File: src/include/sleep_ctrl_pkg.sv
// constants shared by the sleep controller interrupt ends
package sleep_ctrl_pkg;
  localparam int          NUM_MODULES       = 41;
  localparam int          ADDR_W            = 12;
  localparam logic [11:0] OFS_PID           = 12'h000;
  localparam logic [11:0] OFS_REEVAL        = 12'h018;
  localparam logic [11:0] OFS_MOD_PEND_LO   = 12'h040;
  localparam logic [11:0] OFS_MOD_PEND_HI   = 12'h044;
  localparam logic [11:0] OFS_MOD_CLR_LO    = 12'h050;
  localparam logic [11:0] OFS_MOD_CLR_HI    = 12'h054;
  localparam logic [11:0] OFS_DOM_PEND      = 12'h060;
  localparam logic [11:0] OFS_DOM_CLR       = 12'h068;
  localparam logic [11:0] OFS_TRANS_CMD     = 12'h120;
  localparam logic [11:0] OFS_TRANS_STAT    = 12'h128;
  localparam logic [11:0] OFS_DOM_STAT      = 12'h200;
  localparam logic [11:0] OFS_DOM_CTRL      = 12'h300;
  localparam logic [11:0] OFS_MOD_STAT      = 12'h800;
  localparam logic [11:0] OFS_MOD_CTRL      = 12'ha00;
  localparam int          HI_BITS           = 9;
  // bit positions inside the re-evaluate, per-domain and per-module words
  localparam int          BIT_REEVAL        = 0;
  localparam int          BIT_DOM_PEND      = 0;
  localparam int          BIT_STATE_EN      = 9;
  localparam int          BIT_RESET_EN      = 10;
  localparam int          BIT_STATE_STAT    = 16;
  localparam int          BIT_RESET_STAT    = 17;
  localparam int          BIT_EXT_STAT      = 18;
  // identification fields; values are arbitrary
  localparam logic [1:0]  PID_SCHEME        = 2'h1;
  localparam logic [11:0] PID_FAMILY        = 12'h0_0a5;
  localparam logic [4:0]  PID_RTL           = 5'h00;
  localparam logic [2:0]  PID_MAJOR         = 3'h1;
  localparam logic [1:0]  PID_CUSTOM        = 2'h0;
  localparam logic [5:0]  PID_MINOR         = 6'h00;
  // host command registers on apb
  localparam logic [7:0]  HOFS_ADDR         = 8'h00;
  localparam logic [7:0]  HOFS_WDATA        = 8'h04;
  localparam logic [7:0]  HOFS_CTRL         = 8'h08;
  localparam logic [7:0]  HOFS_STATUS       = 8'h0c;
  localparam logic [7:0]  HOFS_RDATA        = 8'h10;
  localparam int          HBIT_START        = 0;
  localparam int          HBIT_WRITE        = 1;
  localparam int          HBIT_BUSY         = 0;
  localparam int          HBIT_IRQ          = 1;
  typedef enum logic [2:0] {
    H_IDLE = 3'b001,
    H_REQ  = 3'b010,
    H_DONE = 3'b100
  } host_state_t;
endpackage

File: src/include/sleep_ctrl_if.sv
// register port and interrupt line between controller and host side
`timescale 1ns/100ps
interface sleep_ctrl_if;
  logic        req;
  logic        we;
  logic [11:0] addr;
  logic [31:0] wdata;
  logic [31:0] rdata;
  logic        ack;
  logic        sleep_ctrl_irq;
  modport device (input req, we, addr, wdata, output rdata, ack, sleep_ctrl_irq);
  modport host (output req, we, addr, wdata, input rdata, ack, sleep_ctrl_irq);
endinterface

File: src/rtl/sleep_ctrl_irq_dev.sv
// interrupt aggregation of the power and sleep controller
//
// Local design decision: the req/ack register port; the APB slave port is in the host end.
`timescale 1ns/100ps
module sleep_ctrl_irq_dev
  import sleep_ctrl_pkg::*;
(
  input  wire logic                   clk_i,
  input  wire logic                   srst_i,
  sleep_ctrl_if.device                link,
  input  wire logic                   dom_emu_evt_i,
  input  wire logic                   ext_power_evt_i,
  input  wire logic [NUM_MODULES-1:0] inhibit_sleep_i,
  input  wire logic [NUM_MODULES-1:0] leave_enable_i,
  input  wire logic [NUM_MODULES-1:0] force_active_i,
  input  wire logic [NUM_MODULES-1:0] module_enabled_i,
  input  wire logic [NUM_MODULES-1:0] local_reset_evt_i,
  output logic                        trans_go_o
);
  import sleep_ctrl_pkg::*;

  logic [NUM_MODULES-1:0] state_en;
  logic [NUM_MODULES-1:0] reset_en;
  logic [NUM_MODULES-1:0] state_stat;
  logic [NUM_MODULES-1:0] reset_stat;
  logic [NUM_MODULES-1:0] mod_pend;
  logic                   dom_state_en;
  logic                   dom_state_stat;
  logic                   dom_ext_stat;
  logic                   dom_pend;
  logic                   ack;
  logic [31:0]            rdata;
  logic                   irq;

  logic                   take;
  logic                   wr;
  logic [11:0]            a;
  logic [NUM_MODULES-1:0] state_evt;
  logic [NUM_MODULES-1:0] mod_set;
  logic [NUM_MODULES-1:0] mod_clr;
  logic [NUM_MODULES-1:0] mod_ctrl_sel;
  logic [NUM_MODULES-1:0] mod_stat_sel;
  logic                   dom_set;
  logic                   dom_clr;
  logic                   eval_now;
  logic                   any_active;
  logic [31:0]            next_rdata;

  assign take = link.req && !ack;
  assign wr   = take && link.we;
  assign a    = link.addr;

  // one word per module, aligned, from the array bases
  always_comb begin
    for (int m = 0; m < NUM_MODULES; m++) begin
      mod_ctrl_sel[m] = (a == OFS_MOD_CTRL + 12'(m * 4));
      mod_stat_sel[m] = (a == OFS_MOD_STAT + 12'(m * 4));
    end
  end

  assign state_evt = (inhibit_sleep_i & leave_enable_i)
                   | (force_active_i & ~module_enabled_i);
  assign mod_set   = (state_evt & state_en) | (local_reset_evt_i & reset_en);

  // clear masks from the two module clear words; a zero bit does nothing
  always_comb begin
    mod_clr = '0;
    if (wr && a == OFS_MOD_CLR_LO) begin
      mod_clr[31:0] = link.wdata;
    end
    if (wr && a == OFS_MOD_CLR_HI) begin
      mod_clr[NUM_MODULES-1:32] = link.wdata[HI_BITS-1:0];
    end
  end

  assign dom_set  = (dom_emu_evt_i && dom_state_en) || ext_power_evt_i;
  assign dom_clr  = wr && a == OFS_DOM_CLR && link.wdata[BIT_DOM_PEND];
  assign eval_now = wr && a == OFS_REEVAL && link.wdata[BIT_REEVAL];

  // control words: enables are the only stored bits
  always_ff @(posedge clk_i) begin
    if (srst_i) begin
      state_en     <= '0;
      reset_en     <= '0;
      dom_state_en <= 1'b0;
    end else begin
      for (int m = 0; m < NUM_MODULES; m++) begin
        if (wr && mod_ctrl_sel[m]) begin
          state_en[m] <= link.wdata[BIT_STATE_EN];
          reset_en[m] <= link.wdata[BIT_RESET_EN];
        end
      end
      if (wr && a == OFS_DOM_CTRL) begin
        dom_state_en <= link.wdata[BIT_STATE_EN];
      end
    end
  end

  // sticky status and pending; a new event beats a clear in the same cycle
  always_ff @(posedge clk_i) begin
    if (srst_i) begin
      state_stat <= '0;
      reset_stat <= '0;
      mod_pend   <= '0;
    end else begin
      state_stat <= (state_stat & ~mod_clr) | state_evt;
      reset_stat <= (reset_stat & ~mod_clr) | local_reset_evt_i;
      mod_pend   <= (mod_pend & ~mod_clr) | mod_set;
    end
  end

  always_ff @(posedge clk_i) begin
    if (srst_i) begin
      dom_state_stat <= 1'b0;
      dom_ext_stat   <= 1'b0;
      dom_pend       <= 1'b0;
    end else begin
      dom_state_stat <= (dom_state_stat && !dom_clr) || dom_emu_evt_i;
      dom_ext_stat   <= (dom_ext_stat && !dom_clr) || ext_power_evt_i;
      dom_pend       <= (dom_pend && !dom_clr) || dom_set;
    end
  end

  assign any_active = (|mod_pend) || dom_pend;

  // the evaluate write drops the line for one cycle so the host sees a new edge
  always_ff @(posedge clk_i) begin
    if (srst_i) begin
      irq <= 1'b0;
    end else begin
      irq <= any_active && !eval_now;
    end
  end

  // transition sequencing lives elsewhere; only the go strobe leaves here
  always_ff @(posedge clk_i) begin
    if (srst_i) begin
      trans_go_o <= 1'b0;
    end else begin
      trans_go_o <= wr && a == OFS_TRANS_CMD && link.wdata[0];
    end
  end

  // read mux; unmapped and write-only words read zero
  always_comb begin
    next_rdata = '0;
    if (a == OFS_PID) begin
      next_rdata = {PID_SCHEME, 2'b00, PID_FAMILY, PID_RTL,
                    PID_MAJOR, PID_CUSTOM, PID_MINOR};
    end else if (a == OFS_MOD_PEND_LO) begin
      next_rdata = mod_pend[31:0];
    end else if (a == OFS_MOD_PEND_HI) begin
      next_rdata[HI_BITS-1:0] = mod_pend[NUM_MODULES-1:32];
    end else if (a == OFS_DOM_PEND) begin
      next_rdata[BIT_DOM_PEND] = dom_pend;
    end else if (a == OFS_TRANS_STAT) begin
      next_rdata = '0;
    end else if (a == OFS_DOM_STAT) begin
      next_rdata[BIT_STATE_STAT] = dom_state_stat;
      next_rdata[BIT_EXT_STAT]   = dom_ext_stat;
    end else if (a == OFS_DOM_CTRL) begin
      next_rdata[BIT_STATE_EN] = dom_state_en;
    end else begin
      for (int m = 0; m < NUM_MODULES; m++) begin
        if (mod_stat_sel[m]) begin
          next_rdata[BIT_STATE_STAT] = state_stat[m];
          next_rdata[BIT_RESET_STAT] = reset_stat[m];
        end
        if (mod_ctrl_sel[m]) begin
          next_rdata[BIT_STATE_EN] = state_en[m];
          next_rdata[BIT_RESET_EN] = reset_en[m];
        end
      end
    end
  end

  // answer one cycle after the request; ack drops after one cycle even if the request stays
  always_ff @(posedge clk_i) begin
    if (srst_i) begin
      ack   <= 1'b0;
      rdata <= '0;
    end else begin
      ack <= take;
      if (take && !link.we) begin
        rdata <= next_rdata;
      end
    end
  end

  assign link.ack            = ack;
  assign link.rdata          = rdata;
  assign link.sleep_ctrl_irq = irq;

  // far side walks pending then status then clear, and
  // enables the line at its own controller
endmodule

File: src/flat_wrapper.sv
// flat-port wrapper written by rule: the top's interface ports become plain ports
module sleep_ctrl_irq_dev_flat import sleep_ctrl_pkg::*;
  (clk_i, srst_i, dom_emu_evt_i, ext_power_evt_i, inhibit_sleep_i, leave_enable_i, force_active_i, module_enabled_i, local_reset_evt_i, trans_go_o, link_req, link_we, link_addr, link_wdata, link_rdata, link_ack, link_sleep_ctrl_irq);
  sleep_ctrl_if link_i ();
  input  wire logic clk_i;
  input  wire logic srst_i;
  input  wire logic dom_emu_evt_i;
  input  wire logic ext_power_evt_i;
  input  wire logic [NUM_MODULES-1:0] inhibit_sleep_i;
  input  wire logic [NUM_MODULES-1:0] leave_enable_i;
  input  wire logic [NUM_MODULES-1:0] force_active_i;
  input  wire logic [NUM_MODULES-1:0] module_enabled_i;
  input  wire logic [NUM_MODULES-1:0] local_reset_evt_i;
  output logic trans_go_o;
  input wire logic [$bits(link_i.req)-1:0] link_req;
  input wire logic [$bits(link_i.we)-1:0] link_we;
  input wire logic [$bits(link_i.addr)-1:0] link_addr;
  input wire logic [$bits(link_i.wdata)-1:0] link_wdata;
  output wire logic [$bits(link_i.rdata)-1:0] link_rdata;
  output wire logic [$bits(link_i.ack)-1:0] link_ack;
  output wire logic [$bits(link_i.sleep_ctrl_irq)-1:0] link_sleep_ctrl_irq;
  assign link_i.req = link_req;
  assign link_i.we = link_we;
  assign link_i.addr = link_addr;
  assign link_i.wdata = link_wdata;
  assign link_rdata = link_i.rdata;
  assign link_ack = link_i.ack;
  assign link_sleep_ctrl_irq = link_i.sleep_ctrl_irq;
  sleep_ctrl_irq_dev u_core (.clk_i(clk_i), .srst_i(srst_i), .link(link_i), .dom_emu_evt_i(dom_emu_evt_i), .ext_power_evt_i(ext_power_evt_i), .inhibit_sleep_i(inhibit_sleep_i), .leave_enable_i(leave_enable_i), .force_active_i(force_active_i), .module_enabled_i(module_enabled_i), .local_reset_evt_i(local_reset_evt_i), .trans_go_o(trans_go_o));
endmodule
File: config.mk
export PLATFORM = sky130hd
export DESIGN_NAME = sleep_ctrl_irq_dev_flat
export DESIGN_NICKNAME = d
export VERILOG_FILES = /design/src/include/sleep_ctrl_pkg.sv /design/src/include/sleep_ctrl_if.sv /design/src/rtl/sleep_ctrl_irq_dev.sv /design/src/flat_wrapper.sv
export SDC_FILE = /design/constraint.sdc
export NUM_CORES = 1
export LEC_CHECK = 0
export ABC_AREA = 1
export BUFFER_PORTS_ARGS = -buffer_cell sky130_fd_sc_hd__buf_4
export CAP_MARGIN = 20
export CORE_MARGIN = 2
export CORE_UTILIZATION = 49
export CTS_BUF_LIST = sky130_fd_sc_hd__clkbuf_8
export CTS_CLUSTER_SIZE = 12
export DETAILED_ROUTE_END_ITERATION = 8
export PLACE_DENSITY_LB_ADDON = 0.25
export SYNTH_ARGS = -nofsm -noshare
export SYNTH_HDL_FRONTEND = slang
export SYNTH_SLANG_ARGS = --single-unit
export TNS_END_PERCENT = 1
File: constraint.sdc
create_clock -name clk_i -period 3 [get_ports clk_i]
set_input_delay 0.15 -clock clk_i [delete_from_list [all_inputs] [get_ports clk_i]]
set_output_delay 0.15 -clock clk_i [all_outputs]
set_load 0.1 [all_outputs]
======== Word-level counts from Yosys, hierarchy flattened ========
Cells that the tools add are included.
word-level totals
  register bits ........................... 244
  bits in latches ......................... 0
  memory bits (writable) .................. 0
  bits in read-only memories .............. 0
  input port bits ......................... 255
  output and inout bits ................... 35
  word-level logic and storage cells ...... 368
  memories ................................ 0
operators by class
  add/subtract/negate cells ............... 0
  multiply operators ...................... 0
  div/mod/pow operators ................... 0
  order comparisons ....................... 0
  eq/ne operators ......................... 93
  shift operators ......................... 0
  muxes and demuxes ....................... 99
  bitwise logic cells ..................... 14
  reduce and logical (&&, ||, !) cells .... 69
operators by type and width
  operator                                         number
  == test 12 bit, second input constant            82
  AND 41 bit                                       7
  bitwise OR 41 bit                                5
  2-to-1 mux 2 bit                                 85
  2-to-1 mux 32 bit                                3
  NOT 41 bit                                       2
  == test 12 x 7 -> 1 bit, second input constant   6
  logical AND 1 bit                                58
  OR reduction 41 bit                              1
  == test 12 x 10 -> 1 bit, second input constant  2
  == test 12 x 9 -> 1 bit, second input constant   2
  2-to-1 mux 18 bit                                1
  2-to-1 mux 9 bit                                 2
  == test 12 x 5 -> 1 bit, second input constant   1
  logical NOT 12 bit                               1
  2-to-1 mux 10 bit                                1
  2-to-1 mux 1 bit                                 6
  logical OR 1 bit                                 5
  logical NOT 1 bit                                4
  2-to-1 mux 3 bit                                 1

======== Depth between registers and ports, before layout ========
Gate-level depths: netlist (run 1).
  depth after elaboration ................. 49
  mapped depth ............................ 30
  mapped depth without buffers ............ 30

======== Worst setup path after synthesis (run 1) ========
OpenSTA, ideal clock, no wires.
  path type ............................... flip-flop to flip-flop
  start ................................... register u_core.ack, in the netlist u_core.link.ack
  end ..................................... register u_core.rdata[3], in the netlist u_core.link.rdata[3]
  library setup time ...................... 0.074 ns
  arrival time ............................ 2.632 ns
  required time ........................... 2.926 ns
  setup slack ............................. 0.293 ns
  cell stages (with the launch flop) ...... 11
  buffers on the path ..................... 1
  period minus slack after synthesis ...... 2.707 ns
  cells stage by stage .................... dfxtp_1 -> inv_1 -> nand2_1 -> nor2_2 -> clkinv_1 -> a21oi_1 -> inv_1 -> nor3_1 -> clkbuf_1 -> nand2_1 -> a31oi_1
between the ends
  cells in the longest elaborated chain, start to end .. 3
RTL lines
  item                      RTL line                   source
  start: declaration        sleep_ctrl_irq_dev.sv:31   logic ack;
  start signal: assignment  sleep_ctrl_irq_dev.sv:183  ack <= take;
  logical NOT 1 bit         sleep_ctrl_irq_dev.sv:49   assign take = link.req && !ack;
  logical AND 1 bit         sleep_ctrl_irq_dev.sv:49
  logical AND 1 bit         sleep_ctrl_irq_dev.sv:184  if (take && !link.we) begin
  end signal: assignment    sleep_ctrl_irq_dev.sv:185  rdata <= next_rdata;
  end: declaration          sleep_ctrl_irq_dev.sv:32   logic [31:0] rdata;
Every way passes these cells.
A chain may end at the register's enable or synchronous reset.

======== Worst setup path in the final report (run 1) ========
  start ................................... register u_core.state_stat[0]
  end ..................................... register u_core.rdata[16], in the netlist u_core.link.rdata[16]
between the ends
  cells in the longest elaborated chain, start to end .. 48
RTL lines
  item                             RTL line                   source
  start: declaration               sleep_ctrl_irq_dev.sv:24   logic [NUM_MODULES-1:0] state_stat;
  start signal: assignment         sleep_ctrl_irq_dev.sv:106  state_stat <= (state_stat & ~mod_clr) | state_evt;
  2-to-1 mux 2 bit (41 in series)  sleep_ctrl_irq_dev.sv:165  if (mod_stat_sel[m]) begin
  2-to-1 mux 2 bit                 sleep_ctrl_irq_dev.sv:161  end else if (a == OFS_DOM_CTRL) begin
  2-to-1 mux 1 bit                 sleep_ctrl_irq_dev.sv:158  end else if (a == OFS_DOM_STAT) begin
  2-to-1 mux 3 bit                 sleep_ctrl_irq_dev.sv:156  end else if (a == OFS_TRANS_STAT) begin
  2-to-1 mux 18 bit                sleep_ctrl_irq_dev.sv:154  end else if (a == OFS_DOM_PEND) begin
  2-to-1 mux 10 bit                sleep_ctrl_irq_dev.sv:152  end else if (a == OFS_MOD_PEND_HI) begin
  2-to-1 mux 32 bit                sleep_ctrl_irq_dev.sv:150  end else if (a == OFS_MOD_PEND_LO) begin
  2-to-1 mux 32 bit                sleep_ctrl_irq_dev.sv:147  if (a == OFS_PID) begin
Every way passes these cells.

==> metrics.yaml, run 1 <==
fin_skew_ns: 0.01724
antenna_found_initial: 0
ff_latch_area_um2: 4887
maxSlewHeadroom_pct: 36.23
ys_seq_area_share_pct: 43.11
dp.final_hpwl_um: 30590
placement.io_buffers: 289
syn2layout_area_growth_pct: 47.41
start_util_pct: 50.05
drt_iter0_drc: 1022
finalMaxSlewViolations: 0
synth_area_leaders: "dfxtp_1 43%, nand2_1 13%, a21oi_1 11%"
h-tree-depth: 2
synth.distinct_cells: 38
dieArea_um2: 24360
p_leak_uw: 0.007186
cts_tree: "done"
vdd_ir_drop_max_mv: 0.3800
io_pins: 290
vias_per_cell: 5.497
setup_violations: 0
core-area_um2: 22640
synthCells: 1669
gr-total-overflow: 0
post_dp_cell_area_um2: 14180
routedWlPerCell_um: 18.15
worst_slack_ns: 0.01980
worst_slew_pin_slew_ns: 0.9506
arrival_ns: 3.43
fp.dieH_um: 156.1
fillers: 1763
setup_tns_ns: 0
async_reset_ff_share_pct: 0
cts_buffers: 40
row_count: 55
grt_pass1_wl_um: 69860
hold_viol: 0
drtAntennaViolNets: 0
gp_congestion: 0.9360
drt-total-wl_um: 45400
power.density_nw_per_um2: 434.5
synth_nets: 1924
drc: 0
design_area_um2: 16700
cts-root-buf: "clkbuf_8"
cts_setup_buffers: 0
nets: 2439
preCtsSetupSlack_ns: -0.3914
cp_max_fo: 2
clockBufferDepth: 3
synth_area_um2: 11330
endpoint_kind: "flop"
vias: 13750
cap_violations: 0
avgSynthCellArea_um2: 6.789
synth-edff-count: 0
synth_top_flop_cell: "dfxtp_1"
multiInputGateArea_um2: 5440
ys_ff_latch: 244
clk_latency_ns: 0.56
drive_above_1_share_pct: 20.36
hold_class: "in -> reg"
setup.worst_path.start_class: "flop"
synth_top_area_share_pct: 43.11
cp.required_ns: 3.45
outcome: "finished, final reports clean"
fmax_mhz: 335.5
cts.sinks: 244
grt_max_degree: 164
die_w_um: 156.1
ys_warn_count: 0
yosysTopAreaCell: "dfxtp_1"
drtPass1Iterations: 5
grt_pass1_vias: 13460
synth_most_common_cell: "nand2_1"
path_clk_slew_ns: 0.06
period_needed_ns: 2.980
rsz0062_at_grt: "true"
fin_crit_sh_pct: 99.34
critical_path_class: "reg -> reg"
synth_commonest_cells: "380 x nand2_1, 244 x dfxtp_1, 242 x a21oi_1"
grtUsageTotal_pct: 36.55
## per-stage QoR
step | std cells | total power, µW | hold WS (ns) | utilization, %
3_3_place_gp | 2255 | 4187 | 0.3656 | 62.64
2_1_floorplan | 1669 | 3757 | 0.2674 | -
5_1_grt | 2500 | 7484 | 0.03389 | 73.76
6_report | 2501 | 7258 | 0.007893 | 73.77
3_5_place_dp | 2255 | 4202 | 0.3738 | 62.64
4_1_cts | 2500 | 7222 | 0.008571 | 73.71
## area by class of cell
class | count | area share (%)
tap | 285 | 2.135
sequential | 244 | 29.26
multi-input combinational | 1158 | 32.57
clock buffer | 50 | 4.120
inverter | 211 | 4.742
timing repair buffer | 529 | 26.58
antenna | 1 | 0.01498
clock inverter | 23 | 0.5768
## critical path: stages (launching register included)
cell     delay, ns
dfxtp_2       0.32
nand3_2       0.06
nand2_1       0.05
nor2_1        0.09
nand4_1       0.09
nor2_1        0.15
nand4_1       0.10
nor2_1        0.14
nand4_1       0.10
nor2_1        0.10
nand3_1       0.07
nand2_1       0.08
nand4_1       0.13
nor2_1        0.14
nand4_1       0.10
nor2_1        0.13
nand4_1       0.09
nand2_1       0.10
nand4_1       0.09
nor2_1        0.10
nand4_1       0.11
nor2_1        0.11
nand3_1       0.14
nand2_2       0.10
nand3_2       0.06
nand2_1       0.07
inv_1         0.04
## cell families (layout without fill, tap and decap cells)
| family | Yosys count | after routing | share of synthesized area [%] |
|---|---|---|---|
| other cells | 0 | 1 | 0 |
| buf+inv | 267 | 813 | 9.055 |
| flops | 244 | 244 | 43.11 |
| compound gates | 415 | 415 | 20.43 |
| simple gates | 743 | 743 | 27.41 |
## path summary, 6_finish.rpt
kind / from / endpoint / slack (ns) / cells past startpoint
max: u_core.state_stat[0] / u_core.link.rdata[16] / 0.02 / 26
min: force_active_i[40] / u_core.state_stat[40] / 0.008 / 3
min reg2reg: u_core.state_stat[19] / u_core.state_stat[19] / 0.46 / 2
max reg2reg: u_core.state_stat[0] / u_core.link.rdata[16] / 0.02 / 26
## layout by cell type (no fill, tap or decap), types with 10 or more instances in the layout
cell type / count
nor2_1: 213
dlygate4sd3_1: 172
a2bb2oi_1: 16
clkbuf_8: 50
nand2_1: 379
inv_1: 214
nand4_1: 40
nand3_1: 47
nor3_1: 20
inv_2: 12
o21ai_0: 82
buf_4: 354
a22oi_1: 50
a31oi_1: 14
dfxtp_1: 242
nor4_1: 10
a21oi_1: 242
## layer usage
metal / global-route usage [%] / up-vias / part of all wire [%]
li1: - / 6536 / -
met1: 45.77 / 6382 / 40
met2: 62.64 / 715 / 48
met3: 6.139 / 116 / 8.6
met4: 14.81 / 0 / 3.4
met5: 0 / - / 0
## repair_timing
action	CTS	global route
hold buffers	172	0
endpoints found under the setup margin	0	2
resized for setup	0	6
hold endpoints to repair	128	0
## flip-flops by register name, summed over array words and instances, names as in the netlist
| name | flops |
|---|---|
| u_core.reset_en | 41 |
| u_core.dom_state_en | 1 |
| u_core.dom_state_stat | 1 |
| u_core.dom_ext_stat | 1 |
| u_core.dom_pend | 1 |
| u_core.mod_pend | 41 |
| u_core.link.sleep_ctrl_irq | 1 |
| u_core.state_stat | 41 |
| u_core.reset_stat | 41 |
| u_core.link.rdata | 32 |
| u_core.state_en | 41 |
| u_core.trans_go_o | 1 |
| u_core.link.ack | 1 |
## where the power goes
group | internal, µW | switching [µW]
Clock | 1500 | 1370
Sequential | 3340 | 71.4
Combinational | 520 | 450
Total | 5360 | 1900
Note: power is estimated with default switching activity, not from simulation.
==> run 2: changes to the inputs <==
--- a/config.mk
+++ b/config.mk
@@ -5,9 +5,9 @@
 export SDC_FILE = /design/constraint.sdc
 export NUM_CORES = 1
 export LEC_CHECK = 0
-export ABC_AREA = 1
 export BUFFER_PORTS_ARGS = -buffer_cell sky130_fd_sc_hd__buf_4
 export CAP_MARGIN = 20
+export CORE_ASPECT_RATIO = 1.75
 export CORE_MARGIN = 2
 export CORE_UTILIZATION = 49
 export CTS_BUF_LIST = sky130_fd_sc_hd__clkbuf_8
==> metrics.yaml, run 2 <==
reg2regPathDepth: 8
row_count: 74
arrival_ns: 3.11
final_cells: 2254
dieArea_um2: 24760
drt-total-wl_um: 50590
period_needed_ns: 2.669
fin_crit_sh_pct: 88.98
maxSlewHeadroom_pct: 46.85
worst_slew_pin_slew_ns: 0.7955
cp.depth: 8
final_cell_mix: "344 x buf_4, 244 x dfxtp_1, 201 x nor2_1, 201 x dlygate4sd3_1, 185 x nand2_1"
cp.required_ns: 3.44
async_reset_ff_share_pct: 0
cts_buffers: 37
hold_viol: 0
setup_violations: 0
hold_class: "in -> reg"
cap_violations: 0
vdd_ir_drop_max_mv: 0.3208
power.density_nw_per_um2: 435.3
crit_path_top_delay_cell: "dlygate4sd3_1"
synth_top_area_share_pct: 42.48
p_leak_uw: 0.006940
dp_cells: 1984
setup.worst_path.start_class: "flop"
path_clk_slew_ns: 0.07
cts-root-buf: "clkbuf_8"
vias_per_cell: 6.220
worst_slack_ns: 0.3307
setup_tns_ns: 0
fmax_mhz: 374.6
antenna_found_initial: 0
cts.sinks: 244
p_total_uw: 7362
start_util_pct: 49.48
grt_max_degree: 97
rr_startpoint: "u_core.link.ack"
slowest_delay_ns: 0.63
drtPass1Iterations: 8
synth_commonest_cells: "244 x dfxtp_1, 201 x nor2_1, 185 x nand2_1"
fp.dieH_um: 206.7
cp-startpoint: "u_core.link.ack"
core-area_um2: 23240
ys_ff_latch: 244
holdWs_ns: 0.01145
critPathBufInv: 3
cp_cell_sequence: "nand3b_1, buf_4, nor4_4, buf_4, nand2_1, a222oi_1, dlygate4sd3_1, nor2_1"
vias: 14020
drtAntennaViolNets: 0
grt_pass1_vias: 13780
rsz0062_at_grt: "false"
cp_max_fo: 18
endpoint_kind: "flop"
avgSynthCellArea_um2: 7.992
preCtsSetupSlack_ns: 0.4517
routedWlPerCell_um: 22.44
syn2layout_area_growth_pct: 47.08
synth-edff-count: 0
crit_path_frequent_cell: "buf_4"
synth_top_flop_cell: "dfxtp_1"
synth.distinct_cells: 75
critical_path_class: "reg -> reg"
r2r_end: "u_core.mod_pend[19]"
synthCells: 1439
finalMaxSlewViolations: 0
ys_warn_count: 0
dp.final_hpwl_um: 34180
drive_above_1_share_pct: 22.97
drc: 0
fillers: 1700
die_w_um: 119.8
h-tree-depth: 2
antennaDiodeCount: 0
gr-total-overflow: 0
yosysTopAreaCell: "dfxtp_1"
fin_skew_ns: 0.02946
clockBufferDepth: 3
io_pins: 290
path_delay_family: "buffers and inverters"
grtUsageTotal_pct: 39.46
clk_latency_ns: 0.57
nets: 2178
gp_congestion: 1.083
synth_nets: 1694
ys_seq_area_share_pct: 42.48
synth_most_common_cell: "dfxtp_1"
cts_resized: 0
rrSetupSlack_ns: 0.33
synth_area_um2: 11500
placement.io_buffers: 289
drt_iter0_drc: 1709
outcome: "finished, final reports clean"
synth_area_leaders: "dfxtp_1 42%, a21oi_1 7.4%, nor2_1 6.6%"
mostFrequentLayoutCell: "buf_4"
cts_tree: "done"
grt_pass1_wl_um: 74860
critical_path.endpoint: "u_core.mod_pend[19]"
## run 2: cell count changes after synthesis, moves of 16 or more
cell      delta
a222oi_1    +41
nand4_1     -30
o21ai_0     -16
nand3_1     +35
nand2_1    -195
buf_2       +27
inv_1      -153
mux2i_1     +42
a21oi_1     -71
## run 2: per-stage QoR
step	area (µm²)	utilization [%]
floorplan	11500	-
CTS	16890	72.68
finish	16910	72.78
detailed placement	14120	60.75
global placement	14120	60.75
global route	16910	72.78
## run 2: per-layer routing
layer / vias to the layer above / routed length (µm) / GRT usage, % / part of all wire [%]
li1: 6179 / - / - / -
met1: 6571 / 16450 / 40.76 / 33
met2: 945 / 24730 / 68.20 / 49
met3: 326 / 4373 / 7.830 / 8.6
met4: 0 / 5033 / 33.74 / 9.9
met5: - / 0 / 0 / 0
## run 2: area by class of cell
class	count	area, µm²	share of cell area [%]
Clock buffer	48	660.6	3.906
Clock inverter	18	101.3	0.5992
Inverter	44	165.2	0.9765
Multi-Input combinational cell	1048	6076	35.92
Sequential cell	244	4885	28.88
Tap cell	304	380.4	2.249
Timing Repair Buffer	548	4646	27.47
## run 2: power by group
group	internal, µW	switching, µW	total, µW	leakage, µW
Sequential	3340	79.4	3420	0.00199
Combinational	566	531	1100	0.00451
Clock	1520	1330	2850	0.000440
Total	5420	1940	7360	0.00694
## run 2: logic make-up after synthesis
logic type,share of synthesized area [%]
AOI/OAI and AO/OA,22.51
and+or+nand+nor,24.69
muxes,5.027
DFF,42.48
buffers and inverters,5.299
## run 2: repair_timing
action | CTS | global route
setup endpoints to repair | 0 | 5
hold endpoints to repair | 127 | 0
setup buffers | 0 | 3
hold buffers | 201 | 0
## run 2: worst reg2reg max path, cell delays in order (launching register included)
cell and delay [ns]:
dfxtp_1 0.35, nand3b_1 0.17, buf_4 0.18, nor4_4 0.27
buf_4 0.37, nand2_1 0.15, a222oi_1 0.38, dlygate4sd3_1 0.63
nor2_1 0.04
## run 2: how the worst min path moves through the flow
stage,start,to,slack (ns),cells after the start
2_1_floorplan,ext_power_evt_i,u_core.dom_ext_stat,0.27,2
3_3_place_gp,local_reset_evt_i[7],u_core.reset_stat[7],0.36,3
3_5_place_dp,local_reset_evt_i[6],u_core.reset_stat[6],0.37,3
4_1_cts,leave_enable_i[8],u_core.state_stat[8],0.0003,5
5_1_grt,link_wdata[1],u_core.reset_stat[33],0.03,4
6_report,leave_enable_i[1],u_core.state_stat[1],0.01,5
